## config.mk

```make
export PLATFORM = sky130hd
export DESIGN_NAME = mscan_top
export DESIGN_NICKNAME = d
export VERILOG_FILES = /design/src/design/mscan_pkg.sv /design/src/design/mscan_top.sv /design/src/design/mscan_trig_sel.sv /design/src/design/mscan_fetch_reg.sv
export SDC_FILE = /design/constraint.sdc
export NUM_CORES = 1
export LEC_CHECK = 0
export BUFFER_PORTS_ARGS = -buffer_cell sky130_fd_sc_hd__buf_2
export CAP_MARGIN = 20
export CORE_ASPECT_RATIO = 1.2
export CORE_MARGIN = 2
export CORE_UTILIZATION = 55
export DETAILED_ROUTE_END_ITERATION = 6
export PLACE_DENSITY = 0.83
export SLEW_MARGIN = 20
export SYNTH_ARGS = -nofsm -noshare
export SYNTH_HDL_FRONTEND = slang
export SYNTH_SLANG_ARGS = --single-unit
export TNS_END_PERCENT = 5
```

## constraint.sdc

```tcl
create_clock -name pclk -period 4.9 [get_ports pclk]
set_input_delay 0.49 -clock pclk [delete_from_list [all_inputs] [get_ports pclk]]
set_output_delay 0.49 -clock pclk [all_outputs]
set_load 0.1 [all_outputs]
```

## src/design/mscan_pkg.sv

```systemverilog
// package: register map, field layout, mode and trigger codes for the memory scan range/trigger block
package mscan_pkg;
   // register byte addresses (word aligned on apb)
   localparam logic [7:0] ADDR_CONTROL   = 8'h00;
   localparam logic [7:0] ADDR_END_HIGH  = 8'h04;
   localparam logic [7:0] ADDR_END_LOW   = 8'h08;
   localparam logic [7:0] ADDR_CUR_HIGH  = 8'h0C;
   localparam logic [7:0] ADDR_CUR_LOW   = 8'h10;
   localparam logic [7:0] ADDR_TRIG_SEL  = 8'h14;
   localparam logic [7:0] ADDR_IRQ_STAT  = 8'h18;
   localparam logic [7:0] ADDR_IRQ_MASK  = 8'h1C;
   // control register field positions
   localparam int CTL_EN      = 7;
   localparam int CTL_GO      = 6;
   localparam int CTL_BUSY    = 5;
   localparam int CTL_INVALID = 4;
   localparam int CTL_INTERRUPT_MANAGEMENT_SELECT    = 3;
   localparam int CTL_MODE_HI = 1;
   localparam int CTL_MODE_LO = 0;
   // interrupt status bit positions
   localparam int IRQ_DONE  = 0;
   localparam int IRQ_FETCH = 1;
   localparam int IRQ_BITS  = 2;
   // reset values, address step and trigger source limits
   localparam logic [7:0]  RESET_BYTE = 8'h00;
   localparam logic [15:0] RESET_ADDR = 16'h0000;
   localparam logic [15:0] ADDR_ONE   = 16'h0001;
   localparam logic [3:0]  TRIGGER_SOURCE_CODE_MASK  = 4'hF;
   localparam int          NUM_TRIG   = 10;
   localparam logic [3:0]  TRIGGER_SOURCE_CODE_LAST  = 4'h9;
   // access modes
   typedef enum logic [1:0] {
      MODE_CONCURRENT = 2'b00,
      MODE_BURST      = 2'b01,
      MODE_PEEK       = 2'b10,
      MODE_TRIGGERED  = 2'b11
   } mscan_mode_t;
   // fetch sequencer states
   typedef enum logic [1:0] {
      ST_IDLE  = 2'b00,
      ST_READ  = 2'b01,
      ST_WAIT  = 2'b10,
      ST_PASS  = 2'b11
   } mscan_state_t;
   // memory request and answer bundles
   typedef struct packed {
      logic        valid;
      logic [15:0] addr;
   } mscan_mem_req_t;
   typedef struct packed {
      logic        valid;
      logic [15:0] data;
   } mscan_crc_word_t;
endpackage : mscan_pkg

```

## src/design/mscan_top.sv

```systemverilog
// memory scanner range, lock and trigger logic with apb register slave
//
// Contract
// - end address formed from high and low bytes
// - end address and trigger select reset zero
// - end address writes ignored while go set
// - four-bit selector picks fetch trigger source
// - trigger select upper nibble reads zero
// - go clears when address passes end, idle
// - current address increments after every fetch
// - on crc ready, fetch word and pass it
// - two-bit mode: triggered, peek, burst, concurrent
//
// Decided for this implementation: the APB register port and the register addresses.
`timescale 1ns/1ps
`default_nettype none
module mscan_top (
   input  wire logic                           pclk,
   input  wire logic                           presetn,
   input  wire logic                           psel,
   input  wire logic                           penable,
   input  wire logic                           pwrite,
   input  wire logic [7:0]                     paddr,
   input  wire logic [31:0]                    pwdata,
   output logic      [31:0]                    prdata,
   output logic                                pready,
   output logic                                pslverr,
   input  wire logic [mscan_pkg::NUM_TRIG-1:0] trig_in,
   input  wire logic                           crc_ready,
   input  wire logic                           irq_active,
   output mscan_pkg::mscan_mem_req_t           mem_req,
   input  wire mscan_pkg::mscan_crc_word_t     mem_resp,
   output mscan_pkg::mscan_crc_word_t          crc_word,
   output logic                                irq
);
   logic        scan_enable;                   // enable bit
   logic        scan_go_a;                     // go bit, hardware cleared
   logic        interrupt_management_select;   // interrupt override select
   mscan_pkg::mscan_mode_t mode;               // access mode
   logic [7:0]  end_address_high;              // end address bits 15..8
   logic [7:0]  end_address_low;               // end address bits 7..0
   logic [15:0] current_address;               // start and running pointer
   logic [3:0]  trigger_source_code;           // trigger selector
   logic [mscan_pkg::IRQ_BITS-1:0] irq_status; // sticky events
   logic [mscan_pkg::IRQ_BITS-1:0] irq_mask;   // enables
   logic        invalid;                       // pointer wrapped past top
   mscan_pkg::mscan_state_t state;             // fetch sequencer
   logic        trig_event;                    // selected trigger edge
   logic        trig_pending;                  // one latched trigger
   logic [15:0] fetched_word;                  // word from memory store
   logic        word_load;                     // store strobe
   logic        go_eff;                        // go after interrupt override
   logic        fetch_start;                   // sequencer leaves idle
   logic        fetch_done;                    // word handed to crc
   logic        scan_end;                      // range exhausted
   logic        apb_wr;                        // write access phase
   logic        apb_rd;                        // read access phase
   logic [mscan_pkg::IRQ_BITS-1:0] irq_events; // event pulses
   logic [15:0] end_address;                   // assembled end address
   logic [31:0] next_prdata;                   // read mux
   logic        next_pslverr;                  // unmapped address

   // address decode for the slave error on both reads and writes
   function automatic logic mapped(input logic [7:0] a);
      mapped = (a == mscan_pkg::ADDR_CONTROL)  || (a == mscan_pkg::ADDR_END_HIGH) ||
               (a == mscan_pkg::ADDR_END_LOW)  || (a == mscan_pkg::ADDR_CUR_HIGH) ||
               (a == mscan_pkg::ADDR_CUR_LOW)  || (a == mscan_pkg::ADDR_TRIG_SEL) ||
               (a == mscan_pkg::ADDR_IRQ_STAT) || (a == mscan_pkg::ADDR_IRQ_MASK);
   endfunction : mapped

   assign end_address = {end_address_high, end_address_low};
   // access phases decoded once
   assign apb_wr = psel & penable & pwrite;
   assign apb_rd = psel & penable & ~pwrite;
   // interrupt override forces go low without clearing it; peek ignores it
   assign go_eff = scan_go_a & scan_enable &
                   ~(interrupt_management_select & irq_active & (mode != mscan_pkg::MODE_PEEK));
   // scan is over when the pointer has passed the end and no cycle runs
   assign scan_end = (current_address > end_address) && (state == mscan_pkg::ST_IDLE);
   // triggered mode waits for a latched event; other modes run on ready
   assign fetch_start = (state == mscan_pkg::ST_IDLE) && go_eff && !scan_end && crc_ready &&
                        ((mode != mscan_pkg::MODE_TRIGGERED) || trig_pending);
   assign fetch_done = (state == mscan_pkg::ST_PASS);
   assign word_load = (state == mscan_pkg::ST_WAIT) && mem_resp.valid;
   assign irq_events[mscan_pkg::IRQ_DONE]  = scan_go_a & scan_end;
   assign irq_events[mscan_pkg::IRQ_FETCH] = fetch_done;

   mscan_trig_sel u_trig (
      .pclk                (pclk),
      .presetn             (presetn),
      .trig_in             (trig_in),
      .trigger_source_code (trigger_source_code),
      .trig_event          (trig_event)
   );

   mscan_fetch_reg u_word (
      .pclk      (pclk),
      .presetn   (presetn),
      .load      (word_load),
      .load_data (mem_resp.data),
      .word      (fetched_word)
   );

   // control register: enable, interrupt select, mode
   always_ff @(posedge pclk or negedge presetn) begin
      if (!presetn) begin
         scan_enable                 <= 1'b0;
         interrupt_management_select <= 1'b0;
         mode                        <= mscan_pkg::MODE_CONCURRENT;
      end else if (apb_wr && paddr == mscan_pkg::ADDR_CONTROL) begin
         scan_enable                 <= pwdata[mscan_pkg::CTL_EN];
         interrupt_management_select <= pwdata[mscan_pkg::CTL_INTERRUPT_MANAGEMENT_SELECT];
         mode <= mscan_pkg::mscan_mode_t'(pwdata[mscan_pkg::CTL_MODE_HI:mscan_pkg::CTL_MODE_LO]);
      end
   end

   // go bit: software sets, hardware clears at end of range; the end wins
   always_ff @(posedge pclk or negedge presetn) begin
      if (!presetn) begin
         scan_go_a <= 1'b0;
      end else if (scan_go_a && scan_end) begin
         scan_go_a <= 1'b0;
      end else if (apb_wr && paddr == mscan_pkg::ADDR_CONTROL) begin
         scan_go_a <= pwdata[mscan_pkg::CTL_GO];
      end
   end

   // end address bytes, locked while go is set
   always_ff @(posedge pclk or negedge presetn) begin
      if (!presetn) begin
         end_address_high <= mscan_pkg::RESET_BYTE;
         end_address_low  <= mscan_pkg::RESET_BYTE;
      end else if (apb_wr && !scan_go_a) begin
         if (paddr == mscan_pkg::ADDR_END_HIGH) begin
            end_address_high <= pwdata[7:0];
         end
         if (paddr == mscan_pkg::ADDR_END_LOW) begin
            end_address_low <= pwdata[7:0];
         end
      end
   end

   // current address: software load while go is clear, increment per fetch
   always_ff @(posedge pclk or negedge presetn) begin
      if (!presetn) begin
         current_address <= mscan_pkg::RESET_ADDR;
         invalid         <= 1'b0;
      end else if (fetch_done) begin
         current_address <= current_address + mscan_pkg::ADDR_ONE;
         invalid         <= (current_address == 16'hFFFF);
      end else if (apb_wr && !scan_go_a) begin
         if (paddr == mscan_pkg::ADDR_CUR_HIGH) begin
            current_address[15:8] <= pwdata[7:0];
            invalid               <= 1'b0;
         end
         if (paddr == mscan_pkg::ADDR_CUR_LOW) begin
            current_address[7:0] <= pwdata[7:0];
            invalid              <= 1'b0;
         end
      end
   end

   // trigger selector; only the low nibble is stored
   always_ff @(posedge pclk or negedge presetn) begin
      if (!presetn) begin
         trigger_source_code <= mscan_pkg::TRIGGER_SOURCE_CODE_MASK & 4'h0;
      end else if (apb_wr && paddr == mscan_pkg::ADDR_TRIG_SEL) begin
         trigger_source_code <= pwdata[3:0];
      end
   end

   // one trigger is remembered; extra events before the fetch are dropped
   always_ff @(posedge pclk or negedge presetn) begin
      if (!presetn) begin
         trig_pending <= 1'b0;
      end else if (mode != mscan_pkg::MODE_TRIGGERED || !go_eff) begin
         trig_pending <= 1'b0;
      end else if (trig_event) begin
         trig_pending <= 1'b1;
      end else if (fetch_start) begin
         trig_pending <= 1'b0;
      end
   end

   // fetch sequencer: request memory, wait for word, hand it on
   always_ff @(posedge pclk or negedge presetn) begin
      if (!presetn) begin
         state <= mscan_pkg::ST_IDLE;
      end else begin
         unique case (state)
            mscan_pkg::ST_IDLE: begin
               if (fetch_start) begin
                  state <= mscan_pkg::ST_READ;
               end
            end
            mscan_pkg::ST_READ: begin
               state <= mscan_pkg::ST_WAIT;
            end
            mscan_pkg::ST_WAIT: begin
               if (mem_resp.valid) begin
                  state <= mscan_pkg::ST_PASS;
               end
            end
            mscan_pkg::ST_PASS: begin
               state <= mscan_pkg::ST_IDLE;
            end
         endcase
      end
   end

   // memory request valid for one cycle, in the read state only
   always_ff @(posedge pclk or negedge presetn) begin
      if (!presetn) begin
         mem_req <= '0;
      end else begin
         mem_req.valid <= fetch_start;
         mem_req.addr  <= current_address;
      end
   end

   // word to crc engine, one-cycle valid
   always_ff @(posedge pclk or negedge presetn) begin
      if (!presetn) begin
         crc_word <= '0;
      end else begin
         crc_word.valid <= fetch_done;
         crc_word.data  <= fetched_word;
      end
   end

   // sticky status: set wins over write-one-to-clear
   always_ff @(posedge pclk or negedge presetn) begin
      if (!presetn) begin
         irq_status <= '0;
      end else if (apb_wr && paddr == mscan_pkg::ADDR_IRQ_STAT) begin
         irq_status <= (irq_status & ~pwdata[mscan_pkg::IRQ_BITS-1:0]) | irq_events;
      end else begin
         irq_status <= irq_status | irq_events;
      end
   end

   // mask register
   always_ff @(posedge pclk or negedge presetn) begin
      if (!presetn) begin
         irq_mask <= '0;
      end else if (apb_wr && paddr == mscan_pkg::ADDR_IRQ_MASK) begin
         irq_mask <= pwdata[mscan_pkg::IRQ_BITS-1:0];
      end
   end

   // interrupt output registered
   always_ff @(posedge pclk or negedge presetn) begin
      if (!presetn) begin
         irq <= 1'b0;
      end else begin
         irq <= |(irq_status & irq_mask);
      end
   end

   // read mux; busy reflects a running cycle or a ready request
   always_comb begin
      next_prdata  = '0;
      next_pslverr = ~mapped(paddr);
      unique case (paddr)
         mscan_pkg::ADDR_CONTROL: begin
            next_prdata[mscan_pkg::CTL_EN]      = scan_enable;
            next_prdata[mscan_pkg::CTL_GO]      = scan_go_a;
            next_prdata[mscan_pkg::CTL_BUSY]    = (state != mscan_pkg::ST_IDLE) | (go_eff & crc_ready);
            next_prdata[mscan_pkg::CTL_INVALID] = invalid;
            next_prdata[mscan_pkg::CTL_INTERRUPT_MANAGEMENT_SELECT]    = interrupt_management_select;
            next_prdata[mscan_pkg::CTL_MODE_HI:mscan_pkg::CTL_MODE_LO] = mode;
         end
         mscan_pkg::ADDR_END_HIGH: next_prdata[7:0] = end_address_high;
         mscan_pkg::ADDR_END_LOW:  next_prdata[7:0] = end_address_low;
         mscan_pkg::ADDR_CUR_HIGH: next_prdata[7:0] = current_address[15:8];
         mscan_pkg::ADDR_CUR_LOW:  next_prdata[7:0] = current_address[7:0];
         mscan_pkg::ADDR_TRIG_SEL: next_prdata[3:0] = trigger_source_code;
         mscan_pkg::ADDR_IRQ_STAT: next_prdata[mscan_pkg::IRQ_BITS-1:0] = irq_status;
         mscan_pkg::ADDR_IRQ_MASK: next_prdata[mscan_pkg::IRQ_BITS-1:0] = irq_mask;
         default: next_prdata = '0;
      endcase
   end

   // apb answer registered during setup, valid in the access cycle
   always_ff @(posedge pclk or negedge presetn) begin
      if (!presetn) begin
         prdata  <= '0;
         pslverr <= 1'b0;
         pready  <= 1'b0;
      end else begin
         prdata  <= (psel && !penable && !pwrite) ? next_prdata : '0;
         pslverr <= psel && !penable && next_pslverr;
         pready  <= psel && !penable;
      end
   end
endmodule : mscan_top
`default_nettype wire

```

## src/design/mscan_trig_sel.sv

```systemverilog
// trigger source selector with rising edge detector
`timescale 1ns/1ps
`default_nettype none
module mscan_trig_sel (
   input  wire logic                              pclk,
   input  wire logic                              presetn,
   input  wire logic [mscan_pkg::NUM_TRIG-1:0]    trig_in,
   input  wire logic [3:0]                        trigger_source_code,
   output logic                                   trig_event
);
   logic [mscan_pkg::NUM_TRIG-1:0] trig_prev;  // last sampled level per source
   logic [mscan_pkg::NUM_TRIG-1:0] trig_rise;  // rising edge per source

   // remember each source level one cycle back
   always_ff @(posedge pclk or negedge presetn) begin
      if (!presetn) begin
         trig_prev <= '0;
      end else begin
         trig_prev <= trig_in;
      end
   end

   // one edge detector per source
   genvar g;
   generate
      for (g = 0; g < mscan_pkg::NUM_TRIG; g++) begin : g_edge
         assign trig_rise[g] = trig_in[g] & ~trig_prev[g];
      end
   endgenerate

   // reserved codes select nothing, so no fetch can be paced by them
   always_ff @(posedge pclk or negedge presetn) begin
      if (!presetn) begin
         trig_event <= 1'b0;
      end else if (trigger_source_code <= mscan_pkg::TRIGGER_SOURCE_CODE_LAST) begin
         trig_event <= trig_rise[trigger_source_code];
      end else begin
         trig_event <= 1'b0;
      end
   end
endmodule : mscan_trig_sel
`default_nettype wire

```

## src/design/mscan_fetch_reg.sv

```systemverilog
// small registered word store: holds the fetched word until the crc engine takes it
`timescale 1ns/1ps
`default_nettype none
module mscan_fetch_reg (
   input  wire logic        pclk,
   input  wire logic        presetn,
   input  wire logic        load,
   input  wire logic [15:0] load_data,
   output logic      [15:0] word
);
   // data register updated only on load
   always_ff @(posedge pclk or negedge presetn) begin
      if (!presetn) begin
         word <= mscan_pkg::RESET_ADDR;
      end else if (load) begin
         word <= load_data;
      end
   end
endmodule : mscan_fetch_reg
`default_nettype wire

```

# [Word-level counts from Yosys, hierarchy flattened]
# Index checks and enable logic that the tools add are counted.
[op_classes] bitwise=36 n_addsub=1 order_cmp=3 n_eq_ne=15 muxes=25 reduce_logical=45
[op_table] operator="$eq 8x5->1 const B" n=4
[op_table] operator="$mux 16" n=2
[op_table] operator="$mux 8" n=3
[op_table] operator="$pmux 4 s5" n=1
[op_table] operator="$and 1x1->1" n=18
[op_table] operator="$add 16x1->16 const B" n=1
[op_table] operator="$eq 16x16->1 const B" n=1
[op_table] operator="$eq 8x4->1 const B" n=2
[op_table] operator="$gt 16x16->1" n=1
[op_table] operator="$pmux 2 s8" n=1
[op_table] operator="$logic_and 1x1->1" n=15
[op_table] operator="$not 1->1" n=12
[op_table] operator="$reduce_and 2->1" n=6
[op_table] operator="$mux 1" n=11
[op_table] operator="$reduce_bool 2->1" n=5
[op_table] operator="$logic_or 1x1->1" n=9
[op_table] operator="$eq 8x3->1 const B" n=1
[op_table] operator="$logic_not 8->1" n=1
[op_table] operator="$ne 2x2->1 const B" n=4
[op_table] operator="$pmux 2 s4" n=1
[op_table] operator="$mux 2" n=3
[op_table] operator="$pmux 1 s6" n=1
[op_table] operator="$reduce_bool 3->1" n=2
[op_table] operator="$logic_not 1->1" n=5
[op_table] operator="12 further kinds" n=15
[totals] output_inout_bits=69 input_bits=74 register_bits=121 elab_cells=150

# [Depth between registers and ports, before layout]
# Gate-level depths: netlist of the first run.
[logic_depth] word_depth=11 depth_mapped=8 ltp_nobuf=8

# [Hierarchy]
# Synthesis of the first run repeated with hierarchy kept, for this count alone.
[hier_totals] cells_unflattened=482 hier_area_um2=5646.7
[by_module_without_submodules] mod="mscan_top" area_per_inst_um2=4576.9 cells_per_inst=415 instances=1 seq_area_each_um2=2352.3
[by_module_without_submodules] mod="mscan_fetch_reg" area_per_inst_um2=649.4 cells_per_inst=34 instances=1 seq_area_each_um2=400.4
[by_module_without_submodules] mod="mscan_trig_sel" area_per_inst_um2=420.4 cells_per_inst=33 instances=1 seq_area_each_um2=275.3

# [Worst setup path before layout of the first run]
# Ideal clock, no wire load.
[synth_timing] kind="input port to flip-flop" start="in paddr[5]" end="reg end_address_low[0]" t_required_ps=4775 path_buffers=0 setup_time_ps=125 path_stages=5 path_slack_ps=2656 t_arrival_ps=2119 path_cell_list="or4_4 nor3_4 nand2_1 nor4_4 mux2_4"
[synth_via] elab_chain_len=2
[synth_rtl] item="start: declaration" line_no="mscan_top.sv:23" text="input wire logic [7:0] paddr,"
[synth_rtl] item="$eq 8x4->1" line_no="mscan_top.sv:137" text="if (paddr == mscan_pkg::ADDR_END_LOW) begin"
[synth_rtl] item="$reduce_and 2->1 (no line)"
[synth_rtl] item="end signal: assignment" line_no="mscan_top.sv:132" text="end_address_low <= mscan_pkg::RESET_BYTE;"
[synth_rtl] item="end signal: assignment" line_no="mscan_top.sv:138" text="end_address_low <= pwdata[7:0];"
[synth_rtl] item="end: declaration" line_no="mscan_top.sv:41" text="logic [7:0] end_address_low;"
# No other way between the ends.
# A chain may end at the register's enable or synchronous reset.

# [Final worst setup path of the first run]
[layout_timing] start="reg current_address[15]" end="reg state[1]"
[layout_via] elab_chain_len=8
[layout_rtl] item="start: declaration" line_no="mscan_top.sv:42" text="logic [15:0] current_address;"
[layout_rtl] item="start signal: assignment" line_no="mscan_top.sv:146" text="current_address <= mscan_pkg::RESET_ADDR;"
[layout_rtl] item="start signal: assignment" line_no="mscan_top.sv:149" text="current_address <= current_address + mscan_pkg::ADDR_ONE;"
[layout_rtl] item="start signal: assignment" line_no="mscan_top.sv:153" text="current_address[15:8] <= pwdata[7:0];"
[layout_rtl] item="$gt 16x16->1" line_no="mscan_top.sv:79" text="assign scan_end = (current_address > end_address) && (state == mscan_pkg::ST_IDLE);"
[layout_rtl] item="$logic_and 1x1->1" line_no="mscan_top.sv:79"
[layout_rtl] item="$logic_not 1->1" line_no="mscan_top.sv:81" text="assign fetch_start = (state == mscan_pkg::ST_IDLE) && go_eff && !scan_end && crc_ready &&"
[layout_rtl] item="$logic_and 1x1->1 (3 in series)" line_no="mscan_top.sv:81"
[layout_rtl] item="$ne 2x2->1 (no line)"
[layout_rtl] item="$reduce_and 2->1 (no line)"
[layout_rtl] item="end signal: assignment" line_no="mscan_top.sv:188" text="state <= mscan_pkg::ST_IDLE;"
[layout_rtl] item="end signal: assignment" line_no="mscan_top.sv:193" text="state <= mscan_pkg::ST_READ;"
[layout_rtl] item="end signal: assignment" line_no="mscan_top.sv:197" text="state <= mscan_pkg::ST_WAIT;"
[layout_rtl] item="end: declaration" line_no="mscan_top.sv:47" text="mscan_pkg::mscan_state_t state;"
# No other way between the ends.

==> impl_metrics.toml, run 1 <==
[cts]
post-cts-setup-buffers = 0
clk_latency_ns = 0.41
hold_buffers = 0
clock-sinks = 121
cts-buffers-inserted = 17
cts_max_path_buffers = 2
cts_resized = 0
clk_transition_reported_paths_ns = 0.05
cts-root-buf = "clkbuf_16"
cts_tree = "yes"
cts-htree-levels = 4

[detailed_routing]
route.detailed.drc = 0
avgViaCountPerCell = 5.78
routed_wl_um = 13000
drt_first_pass_iters = 5
vias = 4132
ant_nets = 0
detail_route.iter0.violations = 233
wl_per_cell_um = 18.2

[run_status]
violations = "negative hold slack"
status = "finished with violations"

[critical_path]
end_kind = "flop"
worstPathArrival_ns = 3.14
max_stage_delay_ns = 0.62
crit_start = "current_address[15]"
crit_fanout = 6
r2r-end = "state[1]"
cp.required_ns = 5.19
worstSetupPathType = "reg2reg"
r2r_start = "current_address[15]"
start_kind = "flop"
cpMaxStageDelayCell = "a31oi_1"
r2r_setup_slack_ns = 2.05
r2r_cells = 7
crit_path_end = "state[1]"
path_cells = "ha_1 > nand4_1 > nor4_1 > o21ai_0 > a31oi_1 > a21o_1 > mux2_2"

[placed_design]
placed_cells_incl_taps = 685
gp_congestion = 0.871
port_buffers = 94
dp.final_hpwl_um = 9260

[synthesis]
avgSynthCellArea_um2 = 11.6
synth_seq_cells = 121
synth_top_area_share_pct = 54.5
synth_common_cells = "dfrtp_1 (121), mux2_2 (36), nand2_1 (34)"
syn_area_um2 = 5560
synthArstFlopShare_pct = 100
synth_ff_type = "dfrtp_1"
synthCells = 478
ys_seq_area_share_pct = 54.5
yosys_warnings = 0
yosys.area.top_type = "dfrtp_1"
synth_most_common_cell = "dfrtp_1"
synth-edff-count = 0
ys_types = 53
yosys-top-cells-area = "dfrtp_1 (54%), mux2_2 (7.3%), ha_1 (4.5%)"

[sta]
slew_violations = 0
clock.fmax_ghz = 0.351
timing.slew.headroom_pct = 37.0
fin_worst_skew_ns = 0.00803
period_share_pct = 58.2
worst_slew_pin_slew_ns = 0.938
finalHoldViolations = 1
rsz0062_at_grt = "false"
fin_hold_ws_ns = -0.00109
tns_ns = 0
final.min_clock_period_ns = 2.85
setup_viol = 0

[global_routing]
grt_first_pass_wirelength_um = 20600
grt.overflow.total = 0
grt_use_total_pct = 25.4
grt_pass1_vias = 4203
grt_max_degree = 61
antenna_found_initial = 0

[power]
combPwrFrac_pct = 40.4
swShare_pct = 45.7
powerDensity_nw_per_um2 = 677
power.switching_mw = 2.05
p_int_mw = 2.44
seqPwrFrac_pct = 33.0
max-vdd-ir-drop_mv = 0.471
p_leak_nw = 3.10
clockPowerShare_pct = 26.6

[die]
core_um2 = 9910
start_util_pct = 56.1
fp.dieW_um = 95.8
rows = 40
io_pins = 143
die-height_um = 114
dieArea_um2 = 10900

[cells_and_area]
diodes = 0
instances_no_fill = 715
area_growth_pct = 19.1
nNetsFinal = 672
drive_above_1_share_pct = 30.2
fillers = 733

[flow_run]
maxCapViolations = 0

[worst_hold_path]
hold_class = "in2async"
[final cells by class]
class	count	area [um^2]	area share, %
clock buffer	22	474	7.16
clock inverter	8	96.3	1.46
inverter	27	101	1.53
multi-input combinational	314	2270	34.3
sequential	121	3030	45.7
tap	126	158	2.38
timing repair buffer	97	495	7.48
[registers in the layout, indices dropped and copies added (netlist names), 2 cells and up]
name                 flops
current_address         16
mode                     2
end_address_low          8
trigger_source_code      4
u_word.word             16
crc_word                17
mem_req                 17
irq_mask                 2
irq_status               2
u_trig.trig_prev        10
prdata                   8
state                    2
end_address_high         8
[cell usage in the layout, fill, tap and decap left out, drive strengths merged, types with 6 or more instances in the layout]
master  netlist  final
mux2i        10     10
conb          1     24
inv          27     27
mux4          7      7
mux2         37     37
nor2         31     31
nor3         11     11
buf          30     97
ha           20     20
nor2b         6      6
a21oi        26     26
clkbuf        9     22
o21ai        19     19
dfrtp       121    121
nand4         9      9
nand3        16     16
nand2        34     34
[worst min path at each step]
stage | from | endpoint | slack (ns)
final | presetn | u_word.word[4] | -0.001
after global routing | presetn | u_word.word[4] | 0.01
after CTS | presetn | u_word.word[2] | 0.002
after detailed placement | u_word.word[8] | crc_word[8] | 0.36
after global placement | u_word.word[4] | crc_word[4] | 0.35
after floorplan | presetn | crc_word[0] | 0.19
[kinds of logic after synthesis]
group                      count (synthesis)  share of synthesized area, %
and+or+nand+nor                          129                          11.9
xor gates and xnor gates                   2                         0.315
DFF                                      121                          54.5
AOI/OAI and AO/OA                         85                          10.3
other                                      1                        0.0675
muxes                                     54                          12.2
buffers and inverters                     66                          6.28
adders and majority gates                 20                          4.50
[worst max-delay path: cells and delay by family (launching register included)]
kind	cells	cell delay (ns)
AND/OR/NAND/NOR	2	0.57
multiplexers	1	0.33
AO/OA/AOI/OAI	3	1.03
flip-flops	1	0.47
adder cells (fa/ha/maj)	1	0.34
[layer usage]
| metal | wire [um] | share of wire (%) | vias to the layer above | track usage [%] |
|---|---|---|---|---|
| met2 | 6770 | 52 | 185 | 42.7 |
| met3 | 922 | 7.1 | 25 | 7.37 |
| met5 | 0 | 0 | - | 0 |
| met4 | 229 | 1.8 | 0 | 9.43 |
| li1 | - | - | 1862 | - |
| met1 | 5120 | 39 | 2060 | 30.8 |
[power by group through the flow]
stage | sequential (mW) | clock, mW | combinational, mW
final | 1.48 | 1.19 | 1.81
after detailed placement | 1.49 | 0 | 1.80
after global routing | 1.51 | 1.26 | 1.91
after CTS | 1.48 | 1.21 | 1.81
after global placement | 1.47 | 0 | 1.76
after floorplan | 2.33 | 0 | 0.603
[metrics by stage]
step	setup slack, ns	area [um^2]	utilization (%)	power (mW)
floorplan	2.66	5650	-	2.93
global placement	1.97	6050	61.1	3.22
detailed placement	1.93	6050	61.1	3.29
CTS	2.07	6620	66.8	4.50
global route	1.81	6620	66.8	4.68
finish	2.05	6620	66.8	4.49
No activity file was read; power rests on OpenSTA's default activity.
==> inputs of run 2 (changes only) <==
--- a/config.mk
+++ b/config.mk
@@ -5,13 +5,14 @@
 export SDC_FILE = /design/constraint.sdc
 export NUM_CORES = 1
 export LEC_CHECK = 0
+export ABC_AREA = 1
 export BUFFER_PORTS_ARGS = -buffer_cell sky130_fd_sc_hd__buf_2
 export CAP_MARGIN = 20
 export CORE_ASPECT_RATIO = 1.2
 export CORE_MARGIN = 2
-export CORE_UTILIZATION = 55
+export CORE_UTILIZATION = 48
 export DETAILED_ROUTE_END_ITERATION = 6
-export PLACE_DENSITY = 0.83
+export PLACE_DENSITY = 0.77
 export SLEW_MARGIN = 20
 export SYNTH_ARGS = -nofsm -noshare
 export SYNTH_HDL_FRONTEND = slang
==> constraint.sdc (replaced) <==
create_clock -name pclk -period 2.3 [get_ports pclk]
set_input_delay 0.23 -clock pclk [delete_from_list [all_inputs] [get_ports pclk]]
set_output_delay 0.23 -clock pclk [all_outputs]
set_load 0.1 [all_outputs]
==> impl_metrics.toml, run 2 <==
[run_status]
status = "completed"

[sta]
setup_viol = 0
final.min_clock_period_ns = 1.99
clock.fmax_ghz = 0.503
rsz0062_at_grt = "false"
tns_ns = 0
slew_violations = 0
fin_worst_skew_ns = 0.00595
fin_hold_ws_ns = 0.0238
finalHoldViolations = 0
period_share_pct = 86.4
worst_slew_pin_slew_ns = 0.674
timing.slew.headroom_pct = 55.0

[die]
fp.dieW_um = 104
die-height_um = 124
dieArea_um2 = 12800
io_pins = 143
core_um2 = 11600
rows = 43
start_util_pct = 49.4

[cells_and_area]
final_core_util_pct = 60.8
instances_no_fill = 903
reg.largest.list = "crc_word: 17 flops, mem_req: 17 flops"
nNetsFinal = 827
diodes = 0
area_growth_pct = 23.1
drive_above_1_share_pct = 26.7
final_common_cell = "dfrtp_1"
final_cell_mix = "dfrtp_1 (121), nand2_1 (105), buf_2 (93)"

[cts]
cts-root-buf = "clkbuf_16"
cts_resized = 0
cts_tree = "yes"
post-cts-setup-buffers = 0
clk_latency_ns = 0.41
clock-sinks = 121
clk_transition_reported_paths_ns = 0.06
cts-htree-levels = 4
hold_buffers = 11
cts_max_path_buffers = 2
cts-buffers-inserted = 17

[critical_path]
crit_fanout = 4
crit_start = "current_address[15]"
worstPathArrival_ns = 2.29
r2r_start = "current_address[15]"
cp.required_ns = 2.60
worstSetupPathType = "reg2reg"
start_kind = "flop"
end_kind = "flop"

[synthesis]
syn_area_um2 = 5740
yosys-top-cells-area = "dfrtp_1 (53%), nand2_1 (6.9%), inv_1 (5.0%)"
ys_types = 42
synth_ff_type = "dfrtp_1"
synth_common_cells = "dfrtp_1 (121), nand2_1 (105), inv_1 (77)"
synthArstFlopShare_pct = 100
synth_most_common_cell = "dfrtp_1"
yosys_warnings = 0
ys_seq_area_share_pct = 52.8
avgSynthCellArea_um2 = 9.50
synth_top_area_share_pct = 52.8
synthCells = 604
synth_seq_cells = 121
yosys.area.top_type = "dfrtp_1"
synth-edff-count = 0

[worst_hold_path]
worstHoldStart = "penable"
hold_class = "in2reg"

[global_routing]
grt_first_pass_wirelength_um = 23500
antenna_found_initial = 0
grt.overflow.total = 0
grt_max_degree = 50
grt_use_total_pct = 23.8
grt_pass1_vias = 4649

[placed_design]
port_buffers = 94
placed_cells_incl_taps = 860
dp.final_hpwl_um = 11000
gp_congestion = 0.901

[detailed_routing]
vias = 4692
detail_route.iter0.violations = 311
routed_wl_um = 14800
drt_first_pass_iters = 5
route.detailed.drc = 0
ant_nets = 0
wl_per_cell_um = 16.4
avgViaCountPerCell = 5.20

[flow_run]
maxCapViolations = 0

[power]
powerDensity_nw_per_um2 = 1430
p_leak_nw = 3.46
max-vdd-ir-drop_mv = 0.836
[run 2: cell types whose count changed after synthesis, sizes merged, moves of 7 or more]
cell	previous run	this run
nor2	31	50
clkbuf	9	1
nand2	34	113
o21ai	19	49
inv	27	82
mux2	37	16
mux2i	10	0
mux4	7	0
nand3	16	27
o22ai	2	15
[run 2: path summary, 6_finish.rpt]
| kind | end | slack [ns] | depth (start not counted) |
|---|---|---|---|
| min | pslverr | 0.02 | 2 |
| max reg2reg | state[0] | 0.31 | 10 |
| min in group asynchronous | current_address[14] | 0.37 | 2 |
| max | state[0] | 0.31 | 10 |
| min reg2reg | crc_word[0] | 0.37 | 0 |
| max in group asynchronous | trigger_source_code[0] | 1.20 | 3 |
[run 2: cell families (layout without fill, tap and decap cells)]
logic type,Yosys count,in the layout,share of synthesized area [%]
adder cells (fa/ha/maj),20,20,4.36
multiplexers,16,16,3.14
AND/OR/NAND/NOR,215,215,17.6
other,1,24,0.0654
AO/OA/AOI/OAI,112,112,11.9
flip-flops,121,121,52.8
XOR/XNOR,4,4,0.611
buffers and inverters,115,234,9.57
[run 2: layout make-up]
| type | count | area (um^2) |
|---|---|---|
| sequential | 121 | 3030 |
| timing repair buffer | 118 | 693 |
| clock buffer | 17 | 425 |
| fill | 996 | 4560 |
| inverter | 84 | 317 |
| tap | 157 | 196 |
| clock inverter | 15 | 158 |
| multi-input combinational | 391 | 2250 |
[run 2: report_power, final]
group          internal [mW]  switching (mW)  leakage (nW)
logic                  0.927            3.49          1.66
registers               2.73           0.396          1.53
clock network           1.53            1.07         0.275
[run 2: per-layer routing]
layer	up-vias	routed length [um]	track usage, %
met3	26	1010	4.45
met1	2274	5970	30.0
met5	-	0	0
met4	0	283	8.19
met2	191	7530	41.8
li1	2201	-	-
[run 2: worst max-delay path, cell delays in order (launching register included)]
cell and delay [ns]:
dfrtp_1 0.43, ha_1 0.32, nand2_1 0.10, nor3_1 0.26, nand3_1 0.16, nand2_1 0.10
nand2_1 0.14, nand2_1 0.15, nand2_1 0.09, nand2_1 0.08, nand2_1 0.05
[run 2: stage by stage]
step | power (mW) | worst slack (ns) | area (um^2)
3_5_place_dp | 7.49 | 0.408 | 6370
3_3_place_gp | 7.38 | 0.424 | 6370
6_report | 10.1 | 0.313 | 7060
4_1_cts | 10.1 | 0.328 | 7060
5_1_grt | 10.6 | 0.131 | 7060
2_1_floorplan | 6.53 | 0.711 | 5820
